### src/rtl/dmag_map.svh
// Address map, field limits and reset values for the data memory address generator
`ifndef DMAG_MAP_SVH
`define DMAG_MAP_SVH
// Pointer registers in the special register space (12-bit data addresses)
`define DMAG_PTR0_LO 12'hfe9
`define DMAG_PTR0_HI 12'hfea
`define DMAG_PTR1_LO 12'hfe1
`define DMAG_PTR1_HI 12'hfe2
`define DMAG_PTR2_LO 12'hfd9
`define DMAG_PTR2_HI 12'hfda
// Virtual access register bases per pair, group from base up: plus-working, inc-before, dec-after, inc-after, plain
`define DMAG_VIRT0_BASE 12'hfeb
`define DMAG_VIRT1_BASE 12'hfe3
`define DMAG_VIRT2_BASE 12'hfdb
// Offset of each virtual register from its pair's base (base is plus-working, then up)
`define DMAG_OFS_POINTER_PLUS_WORKING_ACCESS 3'h0
`define DMAG_OFS_INCREMENT_THEN_ACCESS 3'h1
`define DMAG_OFS_ACCESS_THEN_DECREMENT 3'h2
`define DMAG_OFS_ACCESS_THEN_INCREMENT 3'h3
`define DMAG_OFS_INDF 3'h4
// Largest literal offset taken as an index, and the access bank split
`define DMAG_LIT_MAX 8'h5f
`define DMAG_ACC_HIGH_BASE 12'hf00
// Value returned by a refused indirect read
`define DMAG_NULL_BYTE 8'h00
// Pointer reset value
`define DMAG_PTR_RST 12'h000
`endif

### src/rtl/dmag_pkg.sv
// Types shared by the data memory address generator
package dmag_pkg;
  // Kind of operand access asked by the core
  typedef enum logic [1:0] {
    DMAG_OP_NONE,
    DMAG_OP_DIRECT,
    DMAG_OP_LITERAL
  } dmag_op_t;
  // One operand request from the execution core
  typedef struct packed {
    logic valid;
    dmag_op_t op;
    logic wr;
    logic acc_b;
    logic [7:0] file;
    logic [3:0] bank;
    logic [7:0] wreg;
    logic [7:0] wdata;
  } dmag_req_t;
  // Resolved memory access toward data memory
  typedef struct packed {
    logic rd;
    logic wr;
    logic [11:0] addr;
    logic [7:0] wdata;
  } dmag_mem_t;
endpackage

### src/rtl/dmag_core.sv
// Data memory address generator: pointer pairs, virtual access registers, literal-offset indexing
`timescale 1ns/100ps
`include "dmag_map.svh"
module dmag_core (
  input wire logic REF_CLK,
  input wire logic RST_B,
  input wire logic EXT_SET_EN,
  input dmag_pkg::dmag_req_t REQ,
  input wire logic [7:0] MEM_RDATA,
  output dmag_pkg::dmag_mem_t MEM,
  output logic [7:0] RDATA,
  output logic RVALID,
  output logic [11:0] PTR0,
  output logic [11:0] PTR1,
  output logic [11:0] PTR2
);
  import dmag_pkg::*;

  // Pointer pairs; the high nibble of the high byte is not implemented in 12-bit space
  logic [11:0] ptr_q [3];
  // Strap-like enable: three stage sync since it comes from configuration pins
  logic [2:0] ext_sync_q;
  logic ext_en_q;
  // Resolved access for this cycle
  logic [11:0] eff_addr;
  logic eff_rd, eff_wr, eff_null;
  logic [1:0] ind_sel;
  logic ind_hit;
  logic [2:0] ind_kind;
  logic [7:0] reg_rdata;
  logic reg_hit;
  // Registered outputs
  dmag_mem_t mem_q;
  logic [7:0] rdata_q;
  logic rvalid_q;
  logic pend_mem_q;

  // Base of the virtual group for pair n
  function automatic logic [11:0] virt_base(input logic [1:0] n);
    unique case (n)
      2'd0: virt_base = `DMAG_VIRT0_BASE;
      2'd1: virt_base = `DMAG_VIRT1_BASE;
      default: virt_base = `DMAG_VIRT2_BASE;
    endcase
  endfunction

  // True when an address is any of the fifteen virtual access registers
  function automatic logic is_virtual(input logic [11:0] a);
    logic hit;
    hit = 1'b0;
    for (int n = 0; n < 3; n++) begin
      if (a >= virt_base(n[1:0]) && a <= virt_base(n[1:0]) + 12'(`DMAG_OFS_INDF)) begin
        hit = 1'b1;
      end
    end
    is_virtual = hit;
  endfunction

  // Pointer plus signed-free 8-bit offset, wrapping inside the address space
  function automatic logic [11:0] ptr_add(input logic [11:0] p, input logic [7:0] ofs);
    ptr_add = 12'(p + {4'h0, ofs});
  endfunction

  // Configuration enable synchroniser; only stages two and three are compared
  always_ff @(posedge REF_CLK or negedge RST_B) begin
    if (!RST_B) begin
      ext_sync_q <= 3'h0;
      ext_en_q <= 1'b0;
    end else begin
      ext_sync_q <= {ext_sync_q[1:0], EXT_SET_EN};
      if (ext_sync_q[2] == ext_sync_q[1]) begin
        ext_en_q <= ext_sync_q[2];
      end
    end
  end

  // Address formation for a direct-class operand
  always_comb begin
    logic [11:0] dir_addr;
    dir_addr = 12'h000;
    if (REQ.acc_b) begin
      dir_addr = {REQ.bank, REQ.file};
    end else if (REQ.file >= 8'h80) begin
      dir_addr = `DMAG_ACC_HIGH_BASE | {4'h0, REQ.file};
    end else begin
      dir_addr = {4'h0, REQ.file};
    end
    // Literal offset mode, bank select ignored
    if (ext_en_q && !REQ.acc_b && REQ.file <= `DMAG_LIT_MAX) begin
      dir_addr = ptr_add(ptr_q[2], REQ.file);
    end
    // Inherent and literal kinds never get here
    eff_addr = (REQ.valid && REQ.op == DMAG_OP_DIRECT) ? dir_addr : 12'h000;
  end

  // Decode whether the formed address is a virtual register and which pair
  always_comb begin
    ind_hit = 1'b0;
    ind_sel = 2'd0;
    ind_kind = 3'h0;
    for (int n = 0; n < 3; n++) begin
      if (eff_addr >= virt_base(n[1:0]) && eff_addr <= virt_base(n[1:0]) + 12'(`DMAG_OFS_INDF)) begin
        ind_hit = 1'b1;
        ind_sel = n[1:0];
        ind_kind = 3'(eff_addr - virt_base(n[1:0]));
      end
    end
  end

  // Indirect target and whether it must be refused; pointers 0 and 1 act the same in either mode
  always_comb begin
    logic [11:0] p;
    logic [11:0] tgt;
    p = ptr_q[ind_sel];
    tgt = p;
    if (ind_kind == `DMAG_OFS_POINTER_PLUS_WORKING_ACCESS) begin
      tgt = ptr_add(p, REQ.wreg);
    end else if (ind_kind == `DMAG_OFS_INCREMENT_THEN_ACCESS) begin
      tgt = 12'(p + 12'h001);
    end
    eff_null = ind_hit && is_virtual(tgt);
    // Only direct-class operands reach data memory; the other kinds leave it alone
    eff_rd = REQ.valid && REQ.op == DMAG_OP_DIRECT && !REQ.wr;
    eff_wr = REQ.valid && REQ.op == DMAG_OP_DIRECT && REQ.wr;
  end

  // Pointer register reads for direct access
  always_comb begin
    reg_hit = 1'b1;
    unique case (eff_addr)
      `DMAG_PTR0_LO: reg_rdata = ptr_q[0][7:0];
      `DMAG_PTR0_HI: reg_rdata = {4'h0, ptr_q[0][11:8]};
      `DMAG_PTR1_LO: reg_rdata = ptr_q[1][7:0];
      `DMAG_PTR1_HI: reg_rdata = {4'h0, ptr_q[1][11:8]};
      `DMAG_PTR2_LO: reg_rdata = ptr_q[2][7:0];
      `DMAG_PTR2_HI: reg_rdata = {4'h0, ptr_q[2][11:8]};
      default: begin
        reg_hit = 1'b0;
        reg_rdata = 8'h00;
      end
    endcase
  end

  // Pointer update: direct writes, own-port loads and auto-modify; no status flags live here
  always_ff @(posedge REF_CLK or negedge RST_B) begin
    if (!RST_B) begin
      for (int n = 0; n < 3; n++) begin
        ptr_q[n] <= `DMAG_PTR_RST;
      end
    end else if (eff_wr && reg_hit) begin
      // Direct write to a pointer byte
      unique case (eff_addr)
        `DMAG_PTR0_LO: ptr_q[0][7:0] <= REQ.wdata;
        `DMAG_PTR0_HI: ptr_q[0][11:8] <= REQ.wdata[3:0];
        `DMAG_PTR1_LO: ptr_q[1][7:0] <= REQ.wdata;
        `DMAG_PTR1_HI: ptr_q[1][11:8] <= REQ.wdata[3:0];
        `DMAG_PTR2_LO: ptr_q[2][7:0] <= REQ.wdata;
        default: ptr_q[2][11:8] <= REQ.wdata[3:0];
      endcase
    end else if (ind_hit && !eff_null && (eff_rd || eff_wr)) begin
      // Target is the own pair's register: the written byte lands there, no step
      if (eff_wr && is_ptr_of(ptr_target(), ind_sel)) begin
        if (ptr_target() == lo_addr(ind_sel)) begin
          ptr_q[ind_sel][7:0] <= REQ.wdata;
        end else begin
          ptr_q[ind_sel][11:8] <= REQ.wdata[3:0];
        end
      end else if (ind_kind == `DMAG_OFS_ACCESS_THEN_DECREMENT) begin
        ptr_q[ind_sel] <= 12'(ptr_q[ind_sel] - 12'h001);
      end else if (ind_kind == `DMAG_OFS_ACCESS_THEN_INCREMENT || ind_kind == `DMAG_OFS_INCREMENT_THEN_ACCESS) begin
        ptr_q[ind_sel] <= 12'(ptr_q[ind_sel] + 12'h001);
      end
    end
  end

  // Target address of the current indirect access
  function automatic logic [11:0] ptr_target();
    logic [11:0] p;
    p = ptr_q[ind_sel];
    if (ind_kind == `DMAG_OFS_POINTER_PLUS_WORKING_ACCESS) begin
      p = ptr_add(p, REQ.wreg);
    end else if (ind_kind == `DMAG_OFS_INCREMENT_THEN_ACCESS) begin
      p = 12'(p + 12'h001);
    end
    ptr_target = p;
  endfunction

  // Low byte address of pair n
  function automatic logic [11:0] lo_addr(input logic [1:0] n);
    unique case (n)
      2'd0: lo_addr = `DMAG_PTR0_LO;
      2'd1: lo_addr = `DMAG_PTR1_LO;
      default: lo_addr = `DMAG_PTR2_LO;
    endcase
  endfunction

  // True when address a is the low or the high byte of pair n
  function automatic logic is_ptr_of(input logic [11:0] a, input logic [1:0] n);
    is_ptr_of = (a == lo_addr(n)) || (a == 12'(lo_addr(n) + 12'h001));
  endfunction

  // Memory side request one cycle after the request; read data one cycle after that, or with the request for pointer bytes and refusals
  always_ff @(posedge REF_CLK or negedge RST_B) begin
    if (!RST_B) begin
      mem_q <= '0;
      rdata_q <= 8'h00;
      rvalid_q <= 1'b0;
      pend_mem_q <= 1'b0;
    end else begin
      mem_q.rd <= 1'b0;
      mem_q.wr <= 1'b0;
      rvalid_q <= 1'b0;
      pend_mem_q <= 1'b0;
      if (eff_rd) begin
        if (eff_null) begin
          rdata_q <= `DMAG_NULL_BYTE;
          rvalid_q <= 1'b1;
        end else if (!ind_hit && reg_hit) begin
          rdata_q <= reg_rdata;
          rvalid_q <= 1'b1;
        end else begin
          // Ordinary location, including other special registers
          mem_q.rd <= 1'b1;
          mem_q.addr <= ind_hit ? ptr_target() : eff_addr;
          pend_mem_q <= 1'b1;
        end
      end else if (eff_wr && !eff_null && !reg_hit) begin
        if (!(ind_hit && is_ptr_of(ptr_target(), ind_sel))) begin
          mem_q.wr <= 1'b1;
          mem_q.addr <= ind_hit ? ptr_target() : eff_addr;
          mem_q.wdata <= REQ.wdata;
        end
      end
      if (pend_mem_q) begin
        rdata_q <= MEM_RDATA;
        rvalid_q <= 1'b1;
      end
    end
  end

  assign MEM = mem_q;
  assign RDATA = rdata_q;
  assign RVALID = rvalid_q;
  assign PTR0 = ptr_q[0];
  assign PTR1 = ptr_q[1];
  assign PTR2 = ptr_q[2];
endmodule // dmag_core

### config.mk
export PLATFORM = sky130hd
export DESIGN_NAME = dmag_core
export DESIGN_NICKNAME = d
export VERILOG_FILES = /design/src/rtl/dmag_pkg.sv /design/src/rtl/dmag_core.sv
export VERILOG_INCLUDE_DIRS = /design/src /design/src/rtl
export SDC_FILE = /design/constraint.sdc
export NUM_CORES = 1
export LEC_CHECK = 0
export BUFFER_PORTS_ARGS = -buffer_cell sky130_fd_sc_hd__clkbuf_2
export CAP_MARGIN = 20
export CELL_PAD_IN_SITES_DETAIL_PLACEMENT = 1
export CELL_PAD_IN_SITES_GLOBAL_PLACEMENT = 1
export CORE_MARGIN = 3
export CORE_UTILIZATION = 44
export CTS_CLUSTER_SIZE = 25
export DETAILED_ROUTE_END_ITERATION = 8
export PLACE_DENSITY = 0.87
export SLEW_MARGIN = 20
export SYNTH_ARGS = -nofsm -noshare
export SYNTH_HDL_FRONTEND = slang
export SYNTH_SLANG_ARGS = --single-unit
### constraint.sdc
create_clock -name REF_CLK -period 8.7 [get_ports REF_CLK]
set_clock_uncertainty 0.15 [all_clocks]
set_input_delay 0.87 -clock REF_CLK [delete_from_list [all_inputs] [get_ports REF_CLK]]
set_output_delay 0.87 -clock REF_CLK [all_outputs]
set_load 0.05 [all_outputs]
# Word level (Yosys, flattened, before mapping)
# Cells that the tools add are included.
# W data, S select, Z words.
# word_totals
regBits	71
elab_cells	196
# classes
addsub	9
order_cmp	16
n_eq_ne	26
muxes	80
bitwise	3
reduce_logical	48
# ops
op	count
$mux W12	28
$mux W36	6
$bwmux W36	4
$demux W12 S2	3
$eq A12 B12 Y1 const B	6
$ge A12 B12 Y1 const B	6
$le A12 B12 Y1 const B	6
$mux W8	8
$eq A12 B12 Y1	5
$pmux W8 S6	1
$mux W21	2
$add A12 B1 Y12 const B	3
$add A12 B8 Y12	2
$bmux W12 S2	1
$logic_and A1 B1 Y1	21
$reduce_and A3 Y1	7
$mux W3	6
$mux W1	16
$mux W4	3
$pmux W6 S2	1
$sub A12 B1 Y12 const B	1
$ne A2 B1 Y1 const B	5
$sub A3 B3 Y3	3
$ge A8 B8 Y1 const B	1
22 further kinds	37

# Depth between registers and ports, before layout
# Gate-level depths: netlist (run 1).
# logic_depth
depth_word	39
ltp_mapped	30
mapped_depth_nobuf	25

# Least setup slack after synthesis (run 1)
# Ideal clock, no wire load.
# synth_path
kind	input to register
startpoint	input REQ[20] in the netlist's numbering
endpoint	register ptr_q (netlist bit PTR2[10])
arrival_time_ps	7037
path_slack_ps	1388
path_stages	27
n_path_buf	2
cell_sequence	ha_1 -> fa_1 -> a211o_1 -> a41oi_2 -> mux2i_1 -> a41o_1 -> nand3_1 -> or3_4 -> buf_6 -> o21a_1 -> ha_1 -> a21o_1 -> a21o_1 -> a21o_1 -> a21oi_1 -> o21ai_0 -> o211a_1 -> o21ai_0 -> or3_1 -> o211ai_1 -> nor3_1 -> nand3_4 -> nor4_4 -> buf_6 -> nand2_1 -> o2111ai_4 -> mux2_4
# synth_via
elab_chain_len	27
word_cells_on_any_way	109
cone_classes	add/sub: 8; order compare: 16; eq/ne: 14; mux: 47; bitwise: 1; reduce/logical: 23
# synth_rtl
item	line	text
start: declaration	dmag_core.sv:8	input dmag_pkg::dmag_req_t REQ,
$ge A8 B8 Y1	dmag_core.sv:83	end else if (REQ.file >= 8'h80) begin
$mux W12	dmag_core.sv:83	
$mux W12	dmag_core.sv:81	if (REQ.acc_b) begin
$mux W12 (*)	dmag_core.sv:89	if (ext_en_q && !REQ.acc_b && REQ.file <= `DMAG_LIT_MAX) begin
$mux W12 (*)	dmag_core.sv:93	eff_addr = (REQ.valid && REQ.op == DMAG_OP_DIRECT) ? dir_addr : 12'h000;
$ge A12 B12 Y1 or $le A12 B12 Y1 (tied branches)	dmag_core.sv:102	if (eff_addr >= virt_base(n[1:0]) && eff_addr <= virt_base(n[1:0]) + 12'(`DMAG_OFS_INDF)) begin
$logic_and A1 B1 Y1	dmag_core.sv:102	
$mux W1	dmag_core.sv:102	
(+8 left out)	--	
$ge A12 B12 Y1 or $le A12 B12 Y1 (tied branches)	dmag_core.sv:52	if (a >= virt_base(n[1:0]) && a <= virt_base(n[1:0]) + 12'(`DMAG_OFS_INDF)) begin
$logic_and A1 B1 Y1	dmag_core.sv:52	
$mux W1 (3 in a row)	dmag_core.sv:52	
$logic_and A1 B1 Y1	dmag_core.sv:121	eff_null = ind_hit && is_virtual(tgt);
$logic_not A1 Y1	dmag_core.sv:160	end else if (ind_hit && !eff_null && (eff_rd || eff_wr)) begin
$logic_and A1 B1 Y1 (2 in a row)	dmag_core.sv:160	
$reduce_bool A2 Y1 (no source line)	--	
$reduce_and A3 Y1 (no source line)	--	
end signal: indexed assignment	dmag_core.sv:164	ptr_q[ind_sel][7:0] <= REQ.wdata;
end signal: indexed assignment	dmag_core.sv:166	ptr_q[ind_sel][11:8] <= REQ.wdata[3:0];
end signal: indexed assignment	dmag_core.sv:169	ptr_q[ind_sel] <= 12'(ptr_q[ind_sel] - 12'h001);
end: declaration	dmag_core.sv:20	logic [11:0] ptr_q [3];
# Mark *: on every way between the ends. The rest lies on a longest branch, timed or not. The select of a mux whose other input is x is not followed.
# A chain may end at the register's enable or synchronous reset.

# Worst setup path in the final report (run 1)
# layout_path
startpoint	input REQ[20] in the netlist's numbering
endpoint	register ptr_q (netlist bit PTR1[11])
# The elaborated chain is that of the path after synthesis.

==> results.sh, run 1 <==
export IMPL_htree_num_levels=3
export IMPL_area_growth_pct=15.51
export IMPL_status="finished, final reports clean"
export IMPL_cts_hold_buf=0
export IMPL_period_minus_slack_ps=7839
export IMPL_cts_tree="done"
export IMPL_reg2reg_depth=26
export IMPL_die_h_um=130.7
export IMPL_yosysWarningCount=0
export IMPL_grt_pass1_vias=7175
export IMPL_drv_cap=0
export IMPL_dieArea_um2=17080
export IMPL_fp_row_count=44
export IMPL_finalHoldViolCount=0
export IMPL_synthArstFlopShare_pct=100.0
export IMPL_muxShareOfSynthArea_pct=13.57
export IMPL_fin_util_pct=53.16
export IMPL_start_util_pct=46.02
export IMPL_wl_met1_um=11130
export IMPL_startpoint_type="input port"
export IMPL_setup_tns_ps=0
export IMPL_nFillCells=1762
export IMPL_antenna_left=0
export IMPL_final_max_slew_viol_count=0
export IMPL_vias=7088
export IMPL_synthAdderAreaFrac_pct=4.756
export IMPL_postCtsSetupRepairBufs=0
export IMPL_dp_slack_ps=585.4
export IMPL_r2r_end="PTR1[11]$_DFFE_PN0P_"
export IMPL_cts_sinks=71
export IMPL_setup_viol=0
export IMPL_io_buffers=110
export IMPL_clk_path_buf_depth=2
export IMPL_crit_type="input port to flip-flop"
export IMPL_cp_endpoint="PTR1[11]$_DFFE_PN0P_"
export IMPL_synth_cell_types=102
export IMPL_post_synth_top_count_cell="nand2_1"
export IMPL_syn_nets=815
export IMPL_r2r_slack_ps=900
export IMPL_nets=918
export IMPL_ys_ff_latch=71
export IMPL_clk_latency_ps=350
export IMPL_place_gp_congestion=1.048
export IMPL_ios=111
export IMPL_antenna_found_initial=0
export IMPL_wire_per_inst_um=26.00
export IMPL_grt_max_degree=72
export IMPL_synth_commonest_cells="nand2_1, dfrtp_1, nor2_1, o22ai_1, a21oi_1"
export IMPL_slew_headroom_pct=30.06
export IMPL_leakage_nw=3.538
export IMPL_instances_no_fill=1039
export IMPL_rsz0062_at_grt="false"
export IMPL_drt_iter0_drc=714
export IMPL_syn_area_um2=6840
export IMPL_drt_wl_total_um=27010
export IMPL_wl_met3_um=2645
export IMPL_ir_worst_vdd_mv=0.09493
export IMPL_worstPathArrival_ps=7930
export IMPL_reg2reg_from="PTR2[0]$_DFFE_PN0P_"
export IMPL_dr_pass1_iters=6
export IMPL_synth_ff_type="dfrtp_1"
export IMPL_synth_compound_area_share_pct=29.58
export IMPL_path_clk_slew_ps=60
export IMPL_max_freq_mhz=127.6
export IMPL_synth_top_cell_area_share_pct=25.97
export IMPL_synth_top_cell_by_area="dfrtp_1"
export IMPL_grt_util_all_layers_pct=31.63
export IMPL_cts_resized=0
export IMPL_synthSimpleGateAreaFrac_pct=19.21
export IMPL_numCtsBuffers=9
export IMPL_drc_errors=0
export IMPL_highest_signal_layer="met4"
export IMPL_crit_path_start="REQ[20]"
export IMPL_vias_per_cell=6.822
export IMPL_grt_pass1_wl_um=41630
export IMPL_max_slew_worst_pin_slew_ps=1045
export IMPL_cp_end_kind="flip-flop"
export IMPL_hpwlAfterDp_um=20800
export IMPL_dp_cells=1023
export IMPL_synth_cells=747
export IMPL_synth_edf_count=0
export IMPL_synth_area_leaders="dfrtp_1, mux2_4, nand2_1"
export IMPL_fin_crit_sh_pct=90.11
export IMPL_core_um2=14860
export IMPL_drive_gt1_share_pct=26.90
export IMPL_synth_top_family_by_area="compound AO/OA/AOI/OAI gates"
export IMPL_overflow=0
export IMPL_powerDensity_nw_per_um2=125.7
export IMPL_seq_area_frac_synth_pct=25.97
export IMPL_root_buffer="clkbuf_16"
export IMPL_wl_met2_um=12020
export IMPL_crit_fanout=12
export IMPL_required_ps=8790
export IMPL_die_w_um=130.7
export IMPL_hold_path_class="flip-flop to flip-flop"
export IMPL_synth_xor_area_share_pct=3.457
export IMPL_avgSynthCellArea_um2=9.157
export IMPL_fin_ws_ps=860.8
export IMPL_diodes=0
## cell usage in the layout (no fill, tap or decap), drive strengths merged, types with 7 or more instances in the layout
master and n:
a211oi 8, a21o 19, a21oi 47, a221o 8
a22oi 10, a31oi 18, and3 9, buf 14
clkbuf 118, dfrtp 71, ha 22, inv 19
mux2 56, mux2i 15, nand2 76, nand3 27
nand4 9, nor2 59, nor3 22, nor4 7
o211ai 10, o21ai 23, o22ai 47, or3 7
or4 8, xnor2 17, xor2 10
## worst max-delay path: stages
cell	delay (ps)
clkbuf_2	90
ha_1	230
fa_1	410
a211o_1	320
a41oi_2	290
mux2i_1	290
a41o_1	240
nand3_1	290
or3_4	580
o21a_1	300
ha_1	300
a21o_1	160
a21o_1	190
a21o_1	170
a21oi_1	190
o21ai_0	120
o211a_1	130
o21ai_0	390
or3_1	180
o211ai_1	80
nor3_1	310
nand3_4	180
nor4_4	360
buf_4	260
a21o_1	380
a2bb2o_1	340
mux2_4	270
## cell type report
class                           count  area [µm²]  area share, %
Clock buffer                        9       225.2          2.850
Clock inverter                      7       120.1          1.520
Inverter                           19       71.32         0.9026
Multi-Input combinational cell    626        4827          61.09
Sequential cell                    71        1777          22.49
Tap cell                          184       230.2          2.914
Timing Repair Buffer              123       650.6          8.234
## cell families after synthesis
| logic type | after synthesis |
|---|---|
| AND/OR/NAND/NOR | 251 |
| multiplexers | 71 |
| buffers and inverters | 50 |
| adder cells (fa/ha/maj) | 25 |
| XOR/XNOR | 27 |
| flip-flops | 71 |
| AO/OA/AOI/OAI | 252 |
## state kept, by name, summed over array words and instances (netlist names)
name,cells
RDATA,8
MEM,22
PTR0,12
ext_sync_q,3
RVALID,1
ext_en_q,1
PTR2,12
PTR1,12
## per-stage QoR
| stage | hold WS [ps] | instance area (µm²) | power (W) |
|---|---|---|---|
| after global routing | 225.6 | 7901 | 0.001022 |
| final | 206.2 | 7901 | 0.0009934 |
| after floorplan | 181.2 | 6840 | 0.0004965 |
| after CTS | 206.6 | 7901 | 0.0009940 |
| after detailed placement | 188.0 | 7556 | 0.0005575 |
| after global placement | 201.6 | 7556 | 0.0005533 |
## where the power goes
group          internal (W)  switching [W]
clock              0.000281       0.000160
combinational     0.0000511       0.000138
sequential         0.000351      0.0000122
total              0.000683       0.000310
## metal layers
metal | vias to the layer above | track usage, %
met2 | 440 | 49.53
met4 | 0 | 12.76
met1 | 3459 | 42.78
met3 | 98 | 6.504
li1 | 3091 | -
met5 | - | 0
## worst min-delay path by stage
stage                         endpoint                    start  cells past startpoint
3_5_place_dp   ext_sync_q[1]$_DFF_PN0_  ext_sync_q[0]$_DFF_PN0_                      0
4_1_cts        ext_sync_q[1]$_DFF_PN0_  ext_sync_q[0]$_DFF_PN0_                      0
3_3_place_gp   ext_sync_q[1]$_DFF_PN0_  ext_sync_q[0]$_DFF_PN0_                      0
5_1_grt        ext_sync_q[1]$_DFF_PN0_  ext_sync_q[0]$_DFF_PN0_                      0
2_1_floorplan  ext_sync_q[1]$_DFF_PN0_  ext_sync_q[0]$_DFF_PN0_                      0
6_report       ext_sync_q[1]$_DFF_PN0_  ext_sync_q[0]$_DFF_PN0_                      0
(Power assumes the default switching activity.)
==> inputs of run 2 (changes only) <==
Settings changed: CAP_MARGIN 20 to 0, MAX_ROUTING_LAYER set to met4.
==> run 2 against run 1 <==
Critical path depth is the same. Setup slack worse by 170 ps. Cell count stayed put. Sequential cell count did not move. Critical endpoint unchanged. First-iteration DRC count increased by 8.7%. Non-clock buffer count unchanged. Maximum frequency shrank 2.1%.
==> results.sh, run 2 (synthesis gave the netlist of run 1 again) <==
export IMPL_status="finished, final reports clean"
export IMPL_dieArea_um2=17080
export IMPL_setup_tns_ps=0
export IMPL_htree_num_levels=3
export IMPL_timing_hold_ws_ps=215.5
export IMPL_diodes=0
export IMPL_grt_util_all_layers_pct=34.33
export IMPL_io_buffers=110
export IMPL_ir_worst_vdd_mv=0.08602
export IMPL_setup_viol=0
export IMPL_hold_path_class="flip-flop to flip-flop"
export IMPL_period_minus_slack_ps=8008
export IMPL_die_w_um=130.7
export IMPL_powerDensity_nw_per_um2=123.4
export IMPL_wire_per_inst_um=27.44
export IMPL_root_buffer="clkbuf_16"
export IMPL_final_common_cell="clkbuf_2"
export IMPL_grt_pass1_wl_um=43280
export IMPL_ios=111
export IMPL_start_util_pct=46.02
export IMPL_final_max_slew_viol_count=0
export IMPL_nets=918
export IMPL_dr_pass1_iters=5
export IMPL_cp_end_kind="flip-flop"
export IMPL_finalHoldViolCount=0
export IMPL_largest_reg_flops=22
export IMPL_cts_resized=0
export IMPL_antenna_left=0
export IMPL_hpwlAfterDp_um=21790
export IMPL_dp_slack_ps=469.1
export IMPL_drt_wl_total_um=28510
export IMPL_slew_headroom_pct=31.02
export IMPL_cts_sinks=71
export IMPL_final_cell_mix="clkbuf_2, nand2_1, dfrtp_1, nor2_1, o22ai_1"
export IMPL_numCtsBuffers=9
export IMPL_path_clk_slew_ps=60
export IMPL_r2r_slack_ps=700
export IMPL_reg2reg_from="PTR2[0]$_DFFE_PN0P_"
export IMPL_crit_type="input port to flip-flop"
export IMPL_required_ps=8780
export IMPL_drc_errors=0
export IMPL_r2r_end="PTR1[11]$_DFFE_PN0P_"
export IMPL_grt_pass1_vias=7240
export IMPL_max_freq_mhz=124.9
export IMPL_antenna_found_initial=0
export IMPL_reg2reg_depth=26
export IMPL_leakage_nw=3.527
export IMPL_grtUsageMet2_pct=53.74
export IMPL_fin_crit_sh_pct=92.05
export IMPL_power_switching_w=0.0003115
export IMPL_vias_per_cell=6.920
export IMPL_place_gp_congestion=1.050
export IMPL_cts_hold_buf=0
export IMPL_rsz0062_at_grt="false"
export IMPL_nFillCells=1764
export IMPL_power_total_w=0.0009728
export IMPL_area_growth_pct=15.20
export IMPL_grt_max_degree=72
export IMPL_drive_gt1_share_pct=26.78
export IMPL_internal_power_w=0.0006613
export IMPL_clk_latency_ps=350
export IMPL_combPwrFrac_pct=19.7
export IMPL_drt_iter0_drc=776
export IMPL_max_slew_worst_pin_slew_ps=1031
export IMPL_grt_util_met1_pct=45.11
export IMPL_startpoint_type="input port"
export IMPL_crit_fanout=12
export IMPL_overflow=0
export IMPL_worstPathArrival_ps=8090
export IMPL_met3_usage_pct=4.837
export IMPL_seqPwrFrac_pct=37.4
export IMPL_core_um2=14860
export IMPL_die_h_um=130.7
export IMPL_crit_path_start="REQ[20]"
export IMPL_fin_ws_ps=691.9
export IMPL_power_frac_clock_pct=42.9
export IMPL_clk_path_buf_depth=2
export IMPL_fp_row_count=44
export IMPL_drv_cap=0
export IMPL_cp_endpoint="PTR1[11]$_DFFE_PN0P_"
export IMPL_cts_tree="done"
export IMPL_switching_share_pct=32.02
export IMPL_postCtsSetupRepairBufs=0
export IMPL_vias=7190
export IMPL_gr_max_usage_layer="met2"
[run 2: power groups by stage]
| stage | combinational (W) | clock [W] | sequential [W] |
|---|---|---|---|
| 2_1_floorplan | 0.0000603 | 0 | 0.000436 |
| 3_3_place_gp | 0.000186 | 0 | 0.000368 |
| 3_5_place_dp | 0.000191 | 0 | 0.000369 |
| 4_1_cts | 0.000192 | 0.000419 | 0.000364 |
| 5_1_grt | 0.000204 | 0.000434 | 0.000366 |
| 6_report | 0.000192 | 0.000417 | 0.000364 |
[run 2: layer usage]
metal / part of all wire [%] / vias to the layer above / wire (µm)
li1: - / 3080 / -
met1: 42 / 3582 / 11910
met2: 45 / 428 / 12940
met3: 8.3 / 100 / 2378
met4: 4.5 / 0 / 1284
met5: 0 / - / 0
[run 2: worst min path at each step]
stage	startpoint	end	slack, ps	depth (start not counted)
6_report	ext_sync_q[0]$_DFF_PN0_	ext_sync_q[1]$_DFF_PN0_	220	0
5_1_grt	ext_sync_q[0]$_DFF_PN0_	ext_sync_q[1]$_DFF_PN0_	220	0
3_3_place_gp	ext_sync_q[0]$_DFF_PN0_	ext_sync_q[1]$_DFF_PN0_	200	0
3_5_place_dp	ext_sync_q[0]$_DFF_PN0_	ext_sync_q[1]$_DFF_PN0_	210	0
2_1_floorplan	ext_sync_q[0]$_DFF_PN0_	ext_sync_q[1]$_DFF_PN0_	180	0
4_1_cts	ext_sync_q[0]$_DFF_PN0_	ext_sync_q[1]$_DFF_PN0_	220	0
[run 2: area by class of cell]
class                           instances  area [µm²]  share of cell area (%)
Multi-Input combinational cell        626        4827                   61.26
Clock inverter                          5       81.33                   1.032
Timing Repair Buffer                  123       650.6                   8.257
Inverter                               19       71.32                  0.9050
Sequential cell                        71        1777                   22.55
Tap cell                              184       230.2                   2.922
Clock buffer                           11       242.7                   3.080
[run 2: through the flow]
stage | cells | util (%) | area [µm²]
after detailed placement | 1023 | 50.83 | 7556
after global placement | 1023 | 50.83 | 7556
after CTS | 1039 | 53.01 | 7880
after global routing | 1039 | 53.01 | 7880
after floorplan | 747 | - | 6840
final | 1039 | 53.01 | 7880
[run 2: critical path, stage by stage]
cell and delay (ps):
clkbuf_2 100, ha_1 230, fa_1 420, a211o_1 320, a41oi_2 290, mux2i_1 310, a41o_1 270, nand3_1 300
or3_4 580, o21a_1 290, ha_1 290, a21o_1 150, a21o_1 190, a21o_1 170, a21oi_1 200, o21ai_0 140
o211a_1 150, o21ai_0 420, or3_1 180, o211ai_1 80, nor3_1 320, nand3_4 170, nor4_4 430, buf_4 240
a21o_1 360, a2bb2o_1 330, mux2_4 270
==> inputs of run 3 (changes only) <==
Settings changed: ABC_AREA set to 1, BUFFER_PORTS_ARGS -buffer_cell sky130_fd_sc_hd__clkbuf_2 to -buffer_cell sky130_fd_sc_hd__buf_2, CORE_UTILIZATION 44 to 41, PLACE_DENSITY 0.87 to 0.89.
==> run 3 against run 2 <==
Global-route usage down 2.5 points. Combinational power up 12%. Cell count up 55%. Sequential power about the same. Synthesized cell count up 71%. Maximum frequency up 6.1%. Non-clock buffer count down 6.
==> results.sh, run 3 <==
export IMPL_numCtsBuffers=9
export IMPL_grt_pass1_wl_um=48810
export IMPL_grt_max_degree=72
export IMPL_drc_errors=0
export IMPL_final_common_cell="nand2_1"
export IMPL_dp_cells=1592
export IMPL_nets=1442
export IMPL_htree_num_levels=3
export IMPL_vias=9069
export IMPL_max_slew_worst_pin_slew_ps=1007
export IMPL_drive_gt1_share_pct=15.02
export IMPL_die_w_um=141.9
export IMPL_nFillCells=2570
export IMPL_path_clk_slew_ps=60
export IMPL_post_synth_top_count_cell="nand2_1"
export IMPL_synth_top_cell_area_share_pct=23.47
export IMPL_yosysWarningCount=0
export IMPL_synth_cell_types=52
export IMPL_rsz0062_at_grt="false"
export IMPL_area_growth_pct=13.23
export IMPL_instances_no_fill=1607
export IMPL_largest_reg_flops=22
export IMPL_drt_iter0_drc=739
export IMPL_ir_worst_vdd_mv=0.1048
export IMPL_startpoint_type="input port"
export IMPL_io_buffers=110
export IMPL_root_buffer="clkbuf_16"
export IMPL_multi_input_area_um2=4921
export IMPL_cts_tree="done"
export IMPL_wire_per_inst_um=19.45
export IMPL_start_util_pct=41.99
export IMPL_postCtsSetupRepairBufs=0
export IMPL_fin_crit_sh_pct=86.79
export IMPL_synth_edf_count=0
export IMPL_setup_tns_ps=0
export IMPL_cts_hold_buf=0
export IMPL_syn_area_um2=7569
export IMPL_antenna_found_initial=0
export IMPL_clk_latency_ps=350
export IMPL_powerDensity_nw_per_um2=112.3
export IMPL_cts_sinks=71
export IMPL_ios=111
export IMPL_grt_util_all_layers_pct=31.81
export IMPL_synthArstFlopShare_pct=100.0
export IMPL_leakage_nw=4.549
export IMPL_final_cell_mix="nand2_1, nor2_1, inv_1, nand3_1, buf_2"
export IMPL_worstPathArrival_ps=7640
export IMPL_highest_signal_layer="met4"
export IMPL_place_gp_congestion=1.027
export IMPL_antenna_left=0
export IMPL_diodes=0
export IMPL_required_ps=8790
export IMPL_drv_cap=0
export IMPL_synth_top_cell_by_area="dfrtp_1"
export IMPL_ys_ff_latch=71
export IMPL_core_um2=18020
export IMPL_status="finished, final reports clean"
export IMPL_cp_end_kind="flip-flop"
export IMPL_final_max_slew_viol_count=0
export IMPL_vias_per_cell=5.643
export IMPL_crit_type="input port to flip-flop"
export IMPL_synth_commonest_cells="nand2_1, nor2_1, inv_1, nand3_1, dfrtp_1"
export IMPL_die_h_um=141.9
export IMPL_wl_met1_um=13410
export IMPL_cts_resized=0
export IMPL_cpMostUsedCell="nor2_1"
export IMPL_setup_viol=0
export IMPL_syn_nets=1345
export IMPL_clk_path_buf_depth=2
export IMPL_finalHoldViolCount=0
export IMPL_period_minus_slack_ps=7551
export IMPL_synth_area_leaders="dfrtp_1, nand2_1, nor2_1"
export IMPL_dieArea_um2=20130
export IMPL_slew_headroom_pct=32.42
export IMPL_wl_met3_um=2105
export IMPL_synth_cells=1277
export IMPL_max_freq_mhz=132.4
export IMPL_wl_met2_um=14470
export IMPL_crit_fanout=25
export IMPL_regArea_um2=1777
export IMPL_timing_hold_ws_ps=197.3
export IMPL_avgSynthCellArea_um2=5.927
export IMPL_slowest_delay_ps=710
export IMPL_hold_path_class="flip-flop to flip-flop"
export IMPL_overflow=0
export IMPL_crit_slowest_cell="nor3_1"
export IMPL_grt_pass1_vias=8910
export IMPL_synth_ff_type="dfrtp_1"
export IMPL_seq_area_frac_synth_pct=23.47
export IMPL_fp_row_count=49
export IMPL_drt_wl_total_um=31250
export IMPL_hpwlAfterDp_um=24950
export IMPL_dr_pass1_iters=5
run 3: cell types whose count changed after synthesis, moves of 36 or more:
cell and delta:
inv_1 +149, o22ai_1 -39, nor2_1 +157, nand3_1 +117, nand2_1 +288, mux2_4 -36
run 3: where the power goes:
| group | switching [W] | internal (W) |
|---|---|---|
| clock | 0.000160 | 0.000220 |
| sequential | 0.0000129 | 0.000353 |
| combinational | 0.000162 | 0.0000535 |
| total | 0.000335 | 0.000627 |
run 3: final cells by class:
| cell class | instances | area share [%] |
|---|---|---|
| clock buffers | 9 | 2.628 |
| clock inverters | 6 | 0.7154 |
| inverters | 184 | 8.089 |
| multi-input cells | 991 | 57.42 |
| flip-flops and latches | 71 | 20.73 |
| well taps | 229 | 3.344 |
| repair buffers | 117 | 7.067 |
run 3: path summary, 6_finish.rpt:
check,end,slack (ps),startpoint,cells past startpoint
max,MEM[11]$_DFFE_PN0P_,1150,REQ[27],37
min in group asynchronous,MEM[4]$_DFFE_PN0P_,500,RST_B,1
max reg2reg,MEM[11]$_DFFE_PN0P_,1450,PTR2[0]$_DFFE_PN0P_,35
max in group asynchronous,MEM[17]$_DFFE_PN0P_,7280,RST_B,1
min,ext_sync_q[1]$_DFF_PN0_,200,ext_sync_q[0]$_DFF_PN0_,0
min reg2reg,ext_sync_q[1]$_DFF_PN0_,200,ext_sync_q[0]$_DFF_PN0_,0
run 3: through the flow:
stage / setup WS [ps] / power [W] / cell area [µm²] / util, %
floorplan: 2942 / 0.0005205 / 7569 / -
global placement: 1329 / 0.0005827 / 8283 / 45.95
detailed placement: 892.1 / 0.0005883 / 8283 / 45.95
CTS: 1255 / 0.0009639 / 8569 / 47.54
global route: 579.3 / 0.001004 / 8569 / 47.54
finish: 1149 / 0.0009622 / 8569 / 47.54
run 3: critical path: cells and delay by family:
kind,cells,cell delay [ps]
AOI/OAI and AO/OA,4,720
adders and majority gates,3,790
buffers and inverters,7,750
and+or+nand+nor,23,4480
run 3: cell families after synthesis:
group | Yosys count | share of synthesized area (%)
and+or+nand+nor | 826 | 49.43
DFF | 71 | 23.47
adders and majority gates | 25 | 4.298
xor gates and xnor gates | 9 | 1.042
buffers and inverters | 215 | 11.51
AOI/OAI and AO/OA | 131 | 10.25
run 3: routing by layer:
layer / vias to the layer above / GRT usage (%)
li1: 4282 / -
met1: 4358 / 41.14
met2: 355 / 50.67
met3: 74 / 4.280
met4: 0 / 12.37
met5: - / -
